**src/itod_defs.vh**
```
// Constants for the instruction timing and operand decode block.
// Assumes it is included by bare name from each design file.
`ifndef ITOD_DEFS_VH
`define ITOD_DEFS_VH

// Instruction classes supplied by the predecoder.
`define ITOD_CL_SINGLE 4'h0
`define ITOD_CL_BRCOND 4'h1
`define ITOD_CL_BRLONG 4'h2
`define ITOD_CL_SKIP 4'h3
`define ITOD_CL_DMOVE 4'h4
`define ITOD_CL_TWOWORD 4'h5
`define ITOD_CL_FILE 4'h6
`define ITOD_CL_DSP 4'h7

// Word and instruction sizes.
`define ITOD_WORD_W 24
`define ITOD_INSTR_W 48
`define ITOD_W2_HI 23
`define ITOD_W2_LO 16

// Cycle counts.
`define ITOD_CYC_ONE 2'h1
`define ITOD_CYC_TWO 2'h2
`define ITOD_CYC_THREE 2'h3

// Operand field positions within the first word.
`define ITOD_F_ACC 15
`define ITOD_F_WB_HI 1
`define ITOD_F_WB_LO 0
`define ITOD_F_XPF_LO 2
`define ITOD_F_YPF_LO 6
`define ITOD_F_XD_LO 10
`define ITOD_F_YD_LO 12
`define ITOD_F_MUL_HI 18
`define ITOD_F_MUL_LO 16
`define ITOD_F_SQR 19
`define ITOD_F_BIT_HI 3
`define ITOD_F_BIT_LO 0
`define ITOD_F_LIT_HI 13
`define ITOD_F_LIT_LO 4
`define ITOD_F_BYTE 14
`define ITOD_F_REG_HI 3
`define ITOD_F_REG_LO 0

// Operand values.
`define ITOD_WB_NONE 2'h0
`define ITOD_WB_DIRECT 2'h1
`define ITOD_WB_POSTINC 2'h2
`define ITOD_WB_STEP 4'h2
`define ITOD_REG_W0 4'h0
`define ITOD_REG_W4 4'h4
`define ITOD_REG_W8 4'h8
`define ITOD_REG_W10 4'ha
`define ITOD_REG_W12 4'hc
`define ITOD_REG_W13 4'hd
`define ITOD_PF_IDX 4'he
`define ITOD_PF_NONE 4'hf
`define ITOD_PF_HALF 4'h7
`define ITOD_LIT_BYTE_MAX 10'h0ff

`endif

```
**src/itod_opd.v**
```verilog
// Operand field decoder for DSP, bit, literal and register operands.
// Assumes a combinational consumer on the same clock; registered by the parent.
`timescale 1ns/1ps
`default_nettype none
`include "itod_defs.vh"

module itod_opd (
    input wire [47:0] instr,
    input wire [3:0] iclass,
    output reg acc_b,
    output reg [3:0] wb_reg,
    output reg wb_en,
    output reg [3:0] wb_step,
    output wire [3:0] bit_index_field,
    output wire [9:0] ten_bit_literal,
    output reg lit_ok,
    output reg [3:0] any_work_register,
    output wire [1:0] pf_en,
    output wire [7:0] pf_reg,
    output wire [7:0] pf_step,
    output wire [1:0] pf_idx,
    output wire [7:0] pf_dst,
    output reg [3:0] mul_a,
    output reg [3:0] mul_b,
    output reg dsp_ok
);

    // ------------------------------------------------------------
    // Plain fields
    // ------------------------------------------------------------
    wire [2:0] mul_code = instr[`ITOD_F_MUL_HI:`ITOD_F_MUL_LO];
    wire [1:0] wb_code = instr[`ITOD_F_WB_HI:`ITOD_F_WB_LO];
    assign bit_index_field = instr[`ITOD_F_BIT_HI:`ITOD_F_BIT_LO];
    assign ten_bit_literal = instr[`ITOD_F_LIT_HI:`ITOD_F_LIT_LO];
    reg mul_ok;

    always @* begin
        acc_b = instr[`ITOD_F_ACC];
        lit_ok = !(instr[`ITOD_F_BYTE] && (ten_bit_literal > `ITOD_LIT_BYTE_MAX));
        if (iclass == `ITOD_CL_FILE) begin
            any_work_register = `ITOD_REG_W0;
        end else begin
            any_work_register = instr[`ITOD_F_REG_HI:`ITOD_F_REG_LO];
        end
        wb_reg = `ITOD_REG_W13;
        wb_en = (wb_code == `ITOD_WB_DIRECT) || (wb_code == `ITOD_WB_POSTINC);
        wb_step = (wb_code == `ITOD_WB_POSTINC) ? `ITOD_WB_STEP : 4'h0;
        mul_ok = 1'b1;
        if (instr[`ITOD_F_SQR]) begin
            mul_a = `ITOD_REG_W4 + {2'h0, mul_code[1:0]};
            mul_b = mul_a;
        end else begin
            case (mul_code)
                3'h0: begin mul_a = 4'h4; mul_b = 4'h5; end
                3'h1: begin mul_a = 4'h4; mul_b = 4'h6; end
                3'h2: begin mul_a = 4'h4; mul_b = 4'h7; end
                3'h3: begin mul_a = 4'h5; mul_b = 4'h6; end
                3'h4: begin mul_a = 4'h5; mul_b = 4'h7; end
                3'h5: begin mul_a = 4'h6; mul_b = 4'h7; end
                default: begin mul_a = 4'h4; mul_b = 4'h5; mul_ok = 1'b0; end
            endcase
        end
        dsp_ok = mul_ok && (wb_code != 2'h3);
    end

    // ------------------------------------------------------------
    // Prefetch decode, X space at index 0 and Y space at index 1
    // ------------------------------------------------------------
    genvar g;
    generate
        for (g = 0; g < 2; g = g + 1) begin : g_pf
            wire [3:0] code = instr[`ITOD_F_XPF_LO + 4 * g +: 4];
            wire [3:0] base = (g == 0) ? `ITOD_REG_W8 : `ITOD_REG_W10;
            wire hi = (code >= `ITOD_PF_HALF);
            wire [3:0] sub = hi ? (code - `ITOD_PF_HALF) : code;
            reg [3:0] step;
            always @* begin
                case (sub[2:0])
                    3'h0: step = 4'h6;
                    3'h1: step = 4'h4;
                    3'h2: step = 4'h2;
                    3'h4: step = 4'ha;
                    3'h5: step = 4'hc;
                    3'h6: step = 4'he;
                    default: step = 4'h0;
                endcase
            end
            assign pf_en[g] = (code != `ITOD_PF_NONE);
            assign pf_idx[g] = (code == `ITOD_PF_IDX);
            assign pf_reg[4 * g +: 4] = base + {3'h0, hi};
            assign pf_step[4 * g +: 4] = (code >= `ITOD_PF_IDX) ? 4'h0 : step;
            assign pf_dst[4 * g +: 4] =
                `ITOD_REG_W4 + {2'h0, instr[`ITOD_F_XD_LO + 2 * g +: 2]};
        end
    endgenerate

endmodule // itod_opd
`default_nettype wire

```
**src/itod_top.v**
```verilog
// Instruction timing sequencer with registered operand decode.
// Assumes the fetch stage supplies words, a predecoded class and
// condition results on mclk, and holds a word until ready is seen.
`timescale 1ns/1ps
`default_nettype none
`include "itod_defs.vh"

module itod_top (
    input wire mclk,
    input wire rst,
    input wire ce,
    input wire iw_valid,
    input wire [23:0] iw_word,
    input wire [3:0] iw_class,
    input wire cond_true,
    input wire pc_change,
    input wire extra_cycle,
    input wire skip_next_two,
    output reg iw_ready_q,
    output reg ex_valid_q,
    output reg ex_nop_q,
    output reg ex_lone_q,
    output reg ex_bad_q,
    output reg [1:0] ex_cycles_q,
    output reg [47:0] ex_instr_q,
    output reg ex_two_q,
    output reg ex_acc_b_q,
    output reg [3:0] ex_wb_reg_q,
    output reg ex_wb_en_q,
    output reg [3:0] ex_wb_step_q,
    output reg [3:0] ex_bit_q,
    output reg [9:0] ex_lit_q,
    output reg ex_lit_ok_q,
    output reg [3:0] ex_work_reg_q,
    output reg [1:0] ex_pf_en_q,
    output reg [7:0] ex_pf_reg_q,
    output reg [7:0] ex_pf_step_q,
    output reg [1:0] ex_pf_idx_q,
    output reg [7:0] ex_pf_dst_q,
    output reg [3:0] ex_mul_a_q,
    output reg [3:0] ex_mul_b_q,
    output reg ex_dsp_ok_q
);

    // ------------------------------------------------------------
    // State
    // ------------------------------------------------------------
    localparam [1:0] ST_IDLE = 2'h0;
    localparam [1:0] ST_WORD2 = 2'h1;
    localparam [1:0] ST_BUSY = 2'h2;

    reg [1:0] state_q;
    reg [1:0] state_d;
    reg [1:0] cnt_q;
    reg [1:0] cnt_d;
    reg [23:0] w1_q;
    reg [3:0] cls_q;
    reg issue;
    reg lone;
    reg bad;
    reg two;
    reg [1:0] cyc;
    reg [47:0] instr_d;
    reg [3:0] cls_d;

    wire take = iw_valid && iw_ready_q;
    wire upper_zero = (iw_word[`ITOD_W2_HI:`ITOD_W2_LO] == 8'h00);

    // ------------------------------------------------------------
    // Operand decode
    // ------------------------------------------------------------
    wire o_acc_b;
    wire [3:0] o_wb_reg;
    wire o_wb_en;
    wire [3:0] o_wb_step;
    wire [3:0] o_bit;
    wire [9:0] o_lit;
    wire o_lit_ok;
    wire [3:0] o_work_reg;
    wire [1:0] o_pf_en;
    wire [7:0] o_pf_reg;
    wire [7:0] o_pf_step;
    wire [1:0] o_pf_idx;
    wire [7:0] o_pf_dst;
    wire [3:0] o_mul_a;
    wire [3:0] o_mul_b;
    wire o_dsp_ok;

    itod_opd i_itod_opd (
        .instr(instr_d),
        .iclass(cls_d),
        .acc_b(o_acc_b),
        .wb_reg(o_wb_reg),
        .wb_en(o_wb_en),
        .wb_step(o_wb_step),
        .bit_index_field(o_bit),
        .ten_bit_literal(o_lit),
        .lit_ok(o_lit_ok),
        .any_work_register(o_work_reg),
        .pf_en(o_pf_en),
        .pf_reg(o_pf_reg),
        .pf_step(o_pf_step),
        .pf_idx(o_pf_idx),
        .pf_dst(o_pf_dst),
        .mul_a(o_mul_a),
        .mul_b(o_mul_b),
        .dsp_ok(o_dsp_ok)
    );

    // ------------------------------------------------------------
    // Cycle count per class
    // ------------------------------------------------------------
    // The fetch stage resolves conditions and the width of the next
    // instruction; this block only turns them into a cycle count.
    always @* begin
        case (iw_class)
            `ITOD_CL_BRCOND: begin
                cyc = cond_true ? `ITOD_CYC_TWO : `ITOD_CYC_ONE;
            end
            `ITOD_CL_BRLONG: begin
                cyc = extra_cycle ? `ITOD_CYC_THREE : `ITOD_CYC_TWO;
            end
            `ITOD_CL_SKIP: begin
                if (cond_true) begin
                    cyc = skip_next_two ? `ITOD_CYC_THREE : `ITOD_CYC_TWO;
                end else begin
                    cyc = `ITOD_CYC_ONE;
                end
            end
            `ITOD_CL_DMOVE: begin
                cyc = `ITOD_CYC_TWO;
            end
            default: begin
                cyc = (cond_true || pc_change) ? `ITOD_CYC_TWO : `ITOD_CYC_ONE;
            end
        endcase
    end

    // ------------------------------------------------------------
    // Sequencer
    // ------------------------------------------------------------
    always @* begin
        state_d = state_q;
        cnt_d = cnt_q;
        issue = 1'b0;
        lone = 1'b0;
        bad = 1'b0;
        two = 1'b0;
        instr_d = {24'h000000, iw_word};
        cls_d = iw_class;
        case (state_q)
            ST_IDLE: begin
                if (take) begin
                    if (upper_zero) begin
                        issue = 1'b1;
                        lone = 1'b1;
                        cnt_d = 2'h0;
                    end else if (iw_class == `ITOD_CL_TWOWORD) begin
                        state_d = ST_WORD2;
                    end else begin
                        issue = 1'b1;
                        cnt_d = cyc - 2'h1;
                        if (cyc != `ITOD_CYC_ONE) begin
                            state_d = ST_BUSY;
                        end
                    end
                end
            end
            ST_WORD2: begin
                instr_d = {iw_word, w1_q};
                cls_d = cls_q;
                if (take) begin
                    issue = 1'b1;
                    two = 1'b1;
                    bad = !upper_zero;
                    cnt_d = `ITOD_CYC_TWO - 2'h1;
                    state_d = ST_BUSY;
                end
            end
            ST_BUSY: begin
                cnt_d = cnt_q - 2'h1;
                if (cnt_q == 2'h1) begin
                    state_d = ST_IDLE;
                end
            end
            default: begin
                state_d = ST_IDLE;
                cnt_d = 2'h0;
            end
        endcase
    end

    // ------------------------------------------------------------
    // Registers
    // ------------------------------------------------------------
    // Ready is registered from the next state, so a word offered in the
    // last stall cycle is taken in the next cycle, once ready is high, never dropped.
    always @(posedge mclk) begin
        if (rst) begin
            state_q <= ST_IDLE;
            cnt_q <= 2'h0;
            w1_q <= 24'h000000;
            cls_q <= 4'h0;
            iw_ready_q <= 1'b0;
            ex_valid_q <= 1'b0;
            ex_nop_q <= 1'b0;
            ex_lone_q <= 1'b0;
            ex_bad_q <= 1'b0;
            ex_cycles_q <= 2'h0;
            ex_instr_q <= 48'h000000000000;
            ex_two_q <= 1'b0;
        end else if (ce) begin
            state_q <= state_d;
            cnt_q <= cnt_d;
            iw_ready_q <= (state_d != ST_BUSY);
            if (take && (state_q == ST_IDLE)) begin
                w1_q <= iw_word;
                cls_q <= iw_class;
            end
            ex_valid_q <= issue;
            ex_nop_q <= (state_q == ST_BUSY);
            if (issue) begin
                ex_lone_q <= lone;
                ex_bad_q <= bad;
                ex_two_q <= two;
                ex_cycles_q <= cnt_d + 2'h1;
                ex_instr_q <= instr_d;
            end
        end
    end

    // Operand outputs hold the last issued instruction until the next.
    always @(posedge mclk) begin
        if (rst) begin
            ex_acc_b_q <= 1'b0;
            ex_wb_reg_q <= 4'h0;
            ex_wb_en_q <= 1'b0;
            ex_wb_step_q <= 4'h0;
            ex_bit_q <= 4'h0;
            ex_lit_q <= 10'h000;
            ex_lit_ok_q <= 1'b0;
            ex_work_reg_q <= 4'h0;
            ex_pf_en_q <= 2'h0;
            ex_pf_reg_q <= 8'h00;
            ex_pf_step_q <= 8'h00;
            ex_pf_idx_q <= 2'h0;
            ex_pf_dst_q <= 8'h00;
            ex_mul_a_q <= 4'h0;
            ex_mul_b_q <= 4'h0;
            ex_dsp_ok_q <= 1'b0;
        end else if (ce && issue) begin
            ex_acc_b_q <= o_acc_b;
            ex_wb_reg_q <= o_wb_reg;
            ex_wb_en_q <= o_wb_en;
            ex_wb_step_q <= o_wb_step;
            ex_bit_q <= o_bit;
            ex_lit_q <= o_lit;
            ex_lit_ok_q <= o_lit_ok;
            ex_work_reg_q <= o_work_reg;
            ex_pf_en_q <= o_pf_en;
            ex_pf_reg_q <= o_pf_reg;
            ex_pf_step_q <= o_pf_step;
            ex_pf_idx_q <= o_pf_idx;
            ex_pf_dst_q <= o_pf_dst;
            ex_mul_a_q <= o_mul_a;
            ex_mul_b_q <= o_mul_b;
            ex_dsp_ok_q <= o_dsp_ok;
        end
    end

endmodule // itod_top
`default_nettype wire

```
**config.mk**
```make
export PLATFORM = sky130hd
export DESIGN_NAME = itod_top
export DESIGN_NICKNAME = d
export VERILOG_FILES = /design/src/itod_opd.v /design/src/itod_top.v
export VERILOG_INCLUDE_DIRS = /design/src
export SDC_FILE = /design/constraint.sdc
export NUM_CORES = 1
export LEC_CHECK = 0
export BUFFER_PORTS_ARGS = -buffer_cell sky130_fd_sc_hd__buf_2
export CORE_UTILIZATION = 52
export CTS_CLUSTER_DIAMETER = 120
export DETAILED_ROUTE_END_ITERATION = 8
export PLACE_DENSITY_LB_ADDON = 0.3
export SLEW_MARGIN = 20
export SYNTH_ARGS = -nofsm -noshare
export SYNTH_HDL_FRONTEND = slang
export SYNTH_SLANG_ARGS = --single-unit
```
**constraint.sdc**
```tcl
create_clock -name mclk -period 3.6 [get_ports mclk]
set_clock_uncertainty 0.2 [all_clocks]
set_input_delay 0.9 -clock mclk [delete_from_list [all_inputs] [get_ports mclk]]
set_output_delay 0.9 -clock mclk [all_outputs]
set_load 0.01 [all_outputs]
```
Word-level counts from Yosys, hierarchy flattened. Cells that the tools add are included.

Word-level logic and storage cells: 141. Bits of input ports: 36. Output and inout bits: 122. Flip-flop bits (word level): 151.

Reduce and logical (&&, ||, !) cells: 20. Order comparisons: 5. Multiplexer cells: 45. Add/subtract/negate cells: 10. Equal/unequal tests: 33.

Operators by type and width (number): $mux W48 (1); $pmux W4 S6 (2); $mux W2 (14); $eq A3 B3 Y1 const B (8); $mux W4 (6); $mux W1 (14); $add A3 B2 Y4 const A (3); $eq A3 B2 Y1 const B (4); $eq A4 B3 Y1 const B (3); $pmux W2 S3 (2); $gt A10 B8 Y1 const B (1); $eq A3 B1 Y1 const B (3); $logic_not A3 Y1 (3); $add A4 B1 Y4 const A (2); $eq A4 B2 Y1 const B (2); $eq A4 B4 Y1 const B (2); $ge A4 B3 Y1 const B (2); $ge A4 B4 Y1 const B (2); $logic_not A8 Y1 (1); $ne A4 B4 Y1 const B (2); $pmux W2 S2 (2); $pmux W2 S4 (1); $eq A2 B1 Y1 const B (3); $mux W3 (2); 16 further kinds (28).

Depth between registers and ports, before layout.
Depth after elaboration: 10. Gate-level depth with buffers: 11. Gate-level depth less buffers: 10.

Hierarchy. A second synthesis with hierarchy kept.

Cells, all modules: 965. Area total of the unflattened synthesis: 7051.8 um^2.

By module, submodules not included: itod_top (times used 1, seq. area each 3083.0 um^2, area each 6144.6 um^2, cells an instance 829); itod_opd (times used 1, seq. area each 0.0 um^2, area each 907.1 um^2, cells an instance 136).

Worst setup path before layout. OpenSTA, ideal clock, no wires.

Path kind: in2reg. Start: input iw_class[2]. End: register ex_cycles_q[1]. Setup slack: 0.733 ns. Required time: 3.284 ns. Arrival: 2.550 ns. Buffers on the path: 1. Cell stages on the path: 8. Cells stage by stage: buf_2 > or3_1 > o32ai_2 > ha_1 > nand4_1 > o311ai_2 > or2_2 > a41o_1.

Word-level cells in the longest chain between the ends: 8. Elaborated cells between the ends (all ways): 17. Those cells by class: 2 x add/sub; 5 x eq/ne; 9 x mux; 1 x reduce/logical.

Ends and longest elaborated chain: start: declaration (line itod_top.v:14) `input wire [3:0] iw_class,`; $eq A4 B3 Y1 (tied with other cells) (line itod_top.v:116) `case (iw_class)`; $pmux W2 S4 (line itod_top.v:116); $sub A2 B1 Y2 (line itod_top.v:162) `cnt_d = cyc - 2'h1;`; $mux W2 (line itod_top.v:158) `` end else if (iw_class == `ITOD_CL_TWOWORD) begin ``; $mux W2 (line itod_top.v:154) `if (upper_zero) begin`; $mux W2 (line itod_top.v:153) `if (take) begin`; $pmux W2 S3 (line itod_top.v:151) `case (state_q)`; $add A2 B1 Y2 (line itod_top.v:226) `ex_cycles_q <= cnt_d + 2'h1;`; end signal: assignment (line itod_top.v:226); end: declaration (line itod_top.v:24) `output reg [1:0] ex_cycles_q,`.

Parallel ways exist; a longest one is shown, timed or not. A chain may end at the register's enable or synchronous reset.

Worst setup path after layout.
Start: register state_q[1]. End: register ex_pf_step_q[6].

Word-level cells in the longest chain between the ends: 7. Elaborated cells between the ends (all ways): 17. Those cells by class: 1 x add/sub; 2 x order compare; 6 x eq/ne; 5 x mux; 3 x reduce/logical.

Ends and longest elaborated chain: start: declaration (line itod_top.v:52) `reg [1:0] state_q;`; start signal: assignment (line itod_top.v:213) `state_q <= state_d;`; $eq A2 B1 Y1 (*) (line itod_top.v:151); $mux W48 (*) (line itod_top.v:151); net i_itod_opd.instr[7] (line itod_opd.v:8) `input wire [47:0] instr,`; $ge A4 B3 Y1 (no line) / $sub A3 B3 Y3 (equally long branches); $mux W3 (line itod_opd.v:75) `` wire [3:0] sub = hi ? (code - `ITOD_PF_HALF) : code; ``; $eq A3 B3 Y1 (tied with other cells) (line itod_opd.v:78) `case (sub[2:0])`; $pmux W4 S6 (line itod_opd.v:78); $mux W4 (*) (line itod_opd.v:91) `` assign pf_step[4 * g +: 4] = (code >= `ITOD_PF_IDX) ? 4'h0 : step; ``; end signal: assignment (line itod_top.v:262) `ex_pf_step_q <= o_pf_step;`; end: declaration (line itod_top.v:37) `output reg [7:0] ex_pf_step_q,`.

The timed path passes the listed nets; every way through them passes the cells marked *.

==> impl_metrics.tcl <==
set metrics [dict create \
    worstHoldPathCells 2 \
    drt_iter0_markers 367 \
    grt_pass1_vias 4452 \
    synth_mux_area_frac 0.0448 \
    end_kind "flop" \
    via_per_inst 5.46 \
    startpoint_type "flop" \
    slowest_delay_ps 630 \
    setup_violations 0 \
    pwr-share-comb 0.092 \
    hpwl_um 9180 \
    core_region_area_um2 10300 \
    cts_root_buf "clkbuf_8" \
    yosys-top-cells-area "dfxtp_1 41%, nand2_1 9.1%, a21oi_1 7.1%, buf_4 5.7%, nor2_1 4.3%" \
    crit_family "simple AND/OR/NAND/NOR gates" \
    syn_avg_cell_area_um2 8.10 \
    fin_tns_setup_ps 0 \
    p_int_w 0.00268 \
    rrSetupSlack_ps 480 \
    reg2reg_to "ex_pf_step_q[6]" \
    synth.largest_area_cell "dfxtp_1" \
    vias 5097 \
    syn_inst 683 \
    num_rows 37 \
    pwr-share-clk 0.531 \
    cp_max_fo 14 \
    first_pass_iters 5 \
    initial_core_util 0.536 \
    yosys.cell_types.count 57 \
    hold_viol_final 0 \
    layout_common_cells "143 x buf_2, 134 x nand2_1, 113 x dfxtp_1, 78 x a21oi_1, 64 x nor2_1" \
    synthFlopType "dfxtp_1" \
    crit_cells 8 \
    fp.dieH_um 105 \
    post-route-period-util 0.867 \
    synth_compound_area_frac 0.181 \
    critPathArrivalTime_ps 3320 \
    cp_slowest_cell "dfxtp_1" \
    wl_per_cell_um 14.4 \
    critPathLaunch "state_q[1]" \
    fin_util 0.651 \
    holdWs_ps 250 \
    place_ws_ps 564 \
    switching_share 0.226 \
    fin_cells 933 \
    dp.cells 900 \
    crit_type "reg2reg" \
    grt-ovfl-total 0 \
    areaGrowthSynthToFinish_pct 21.4 \
    dieArea_um2 11100 \
    relSlewSlack 0.560 \
    post_cts_buffers 0 \
    wl_um 13500 \
    synthAdderAreaFrac 0.0181 \
    path_cells "nand2b_2 > mux2i_1 > inv_1 > ha_1 > or3_1 > a21oi_1 > o22ai_1 > a41o_1" \
    yosys.area_share.xor_xnor 0.00475 \
    irDropWorstVdd_uv 339 \
    final_nets 827 \
    path_clk_slew_ps 50 \
    drc_errors 0 \
    antenna_found_initial 1 \
    status "completed" \
    async_flop_share 0 \
    p_seq_frac 0.377 \
    detail-route-antenna-nets 0 \
    drv_slew 0 \
    synth_edf_count 0 \
    grt_first_pass_wirelength_um 21600 \
    htree_levels 4 \
    min_period_ps 3120 \
    ys_ff_latch 113 \
    grt_use_total 0.246 \
    cts_tree "yes" \
    hold_path.class "reg2reg" \
    final_layout_size_suffix_gt1_frac 0.269 \
    worstSkewPairLatency_ps 520 \
    powerDensity_nw_per_um2 516 \
    cp-endpoint "ex_pf_step_q[6]" \
    cts-hold-fix-buffers 0 \
    clk_path_buf_depth 2 \
    globalplace.congestion 0.835 \
    yosysTopAreaCellShare 0.409 \
    ys_seq_area_frac 0.409 \
    power_switching_w 0.000784 \
    numCtsBuffers 17 \
    yosysWarnings 0 \
    setup_slack_ps 479 \
    maxCapViolCount 0 \
    synth_top_family_by_area "simple AND/OR/NAND/NOR gates" \
    ioPinCount 158 \
    max_freq_mhz 320 \
    cts_sinks 113 \
    die_w_um 105 \
    crit_buf_inv 1 \
    nFillCells 856 \
    io_buffers 144 \
    rsz0062_at_grt "false" \
    rr_startpoint "state_q[1]" \
    mostFrequentLayoutCell "buf_2" \
    syn-cell-area_um2 5540 \
    cts_resized 0 \
    cp.required_ps 3800 \
    p_leak_nw 2.95 \
    synth-simple-area-share 0.234 \
    tightestPinTransition_ps 659 \
    rr_worst_depth 8 \
    grt_start_max_net_pins 66 \
]
through the flow:
| step | instance area, µm² | power [W] |
|---|---|---|
| finish | 6720 | 0.00347 |
| global route | 6720 | 0.00358 |
| CTS | 6720 | 0.00348 |
| detailed placement | 6070 | 0.00165 |
| global placement | 6070 | 0.00164 |
| floorplan | 5580 | 0.00156 |
state kept, by name (all words and copies together) (netlist names), 2 cells and up:
register and count:
ex_instr_q 48, w1_q 24, ex_pf_step_q 6, cls_q 4
ex_work_reg_q 4, ex_pf_reg_q 3, cnt_q 2, ex_cycles_q 2
ex_mul_a_q 2, ex_mul_b_q 2, ex_pf_en_q 2, ex_pf_idx_q 2
state_q 2
cell families (layout without fill, tap and decap cells):
kind of cell	Yosys count	after routing
other	1	14
and+or+nand+nor	281	281
muxes	22	22
adders and majority gates	8	8
buffers and inverters	103	204
xor gates and xnor gates	3	3
DFF	113	113
AOI/OAI and AO/OA	152	152
area by class of cell:
class,count,area [µm²],share of cell area
Tap cell,136,170,0.0253
Antenna cell,1,2.50,0.000372
Sequential cell,113,2260,0.337
Inverter,11,41.3,0.00614
Timing Repair Buffer,161,863,0.128
Multi-Input combinational cell,479,2730,0.407
Clock buffer,21,439,0.0653
Clock inverter,11,209,0.0311
worst min-delay path by stage:
| stage | end | from | slack [ps] |
|---|---|---|---|
| finish | ex_instr_q[30] | ex_instr_q[30] | 250 |
| global route | ex_instr_q[46] | ex_instr_q[46] | 280 |
| CTS | ex_instr_q[42] | ex_instr_q[42] | 250 |
| detailed placement | ex_instr_q[42] | ex_instr_q[42] | 240 |
| global placement | ex_instr_q[42] | ex_instr_q[42] | 240 |
| floorplan | cls_q[1] | cls_q[1] | 230 |
power by group through the flow:
| stage | logic, W | clock network (W) | registers [W] |
|---|---|---|---|
| after floorplan | 0.000225 | 0 | 0.00134 |
| after global placement | 0.000308 | 0 | 0.00133 |
| after detailed placement | 0.000315 | 0 | 0.00133 |
| after CTS | 0.000318 | 0.00186 | 0.00131 |
| after global routing | 0.000352 | 0.00191 | 0.00131 |
| final | 0.000319 | 0.00184 | 0.00131 |
cells in the mapped netlist, drive strengths merged, types with 5 or more instances:
cell type and number:
or3 5, mux2i 15, mux2 7, a21oi 80, clkbuf 23, ha 8
inv 11, a211oi 18, dfxtp 113, nor3 15, a311oi 13, nand2 134
o21ai 9, nand2b 6, buf 69, nand3 33, a32oi 5, nor2 65
worst min-delay path, stage by stage (launching register included):
cell     delay (ps)
dfxtp_1         300
nand2_1          50
a21oi_1          50
layer usage:
| layer | wire length (µm) | up-vias | global-route usage |
|---|---|---|---|
| met5 | 0 | - | 0 |
| met4 | 246 | 0 | 0.107 |
| met3 | 871 | 27 | 0.0549 |
| met2 | 6310 | 191 | 0.389 |
| met1 | 6030 | 2359 | 0.320 |
| li1 | - | 2520 | - |
Note: power is estimated with default switching activity, not from simulation.
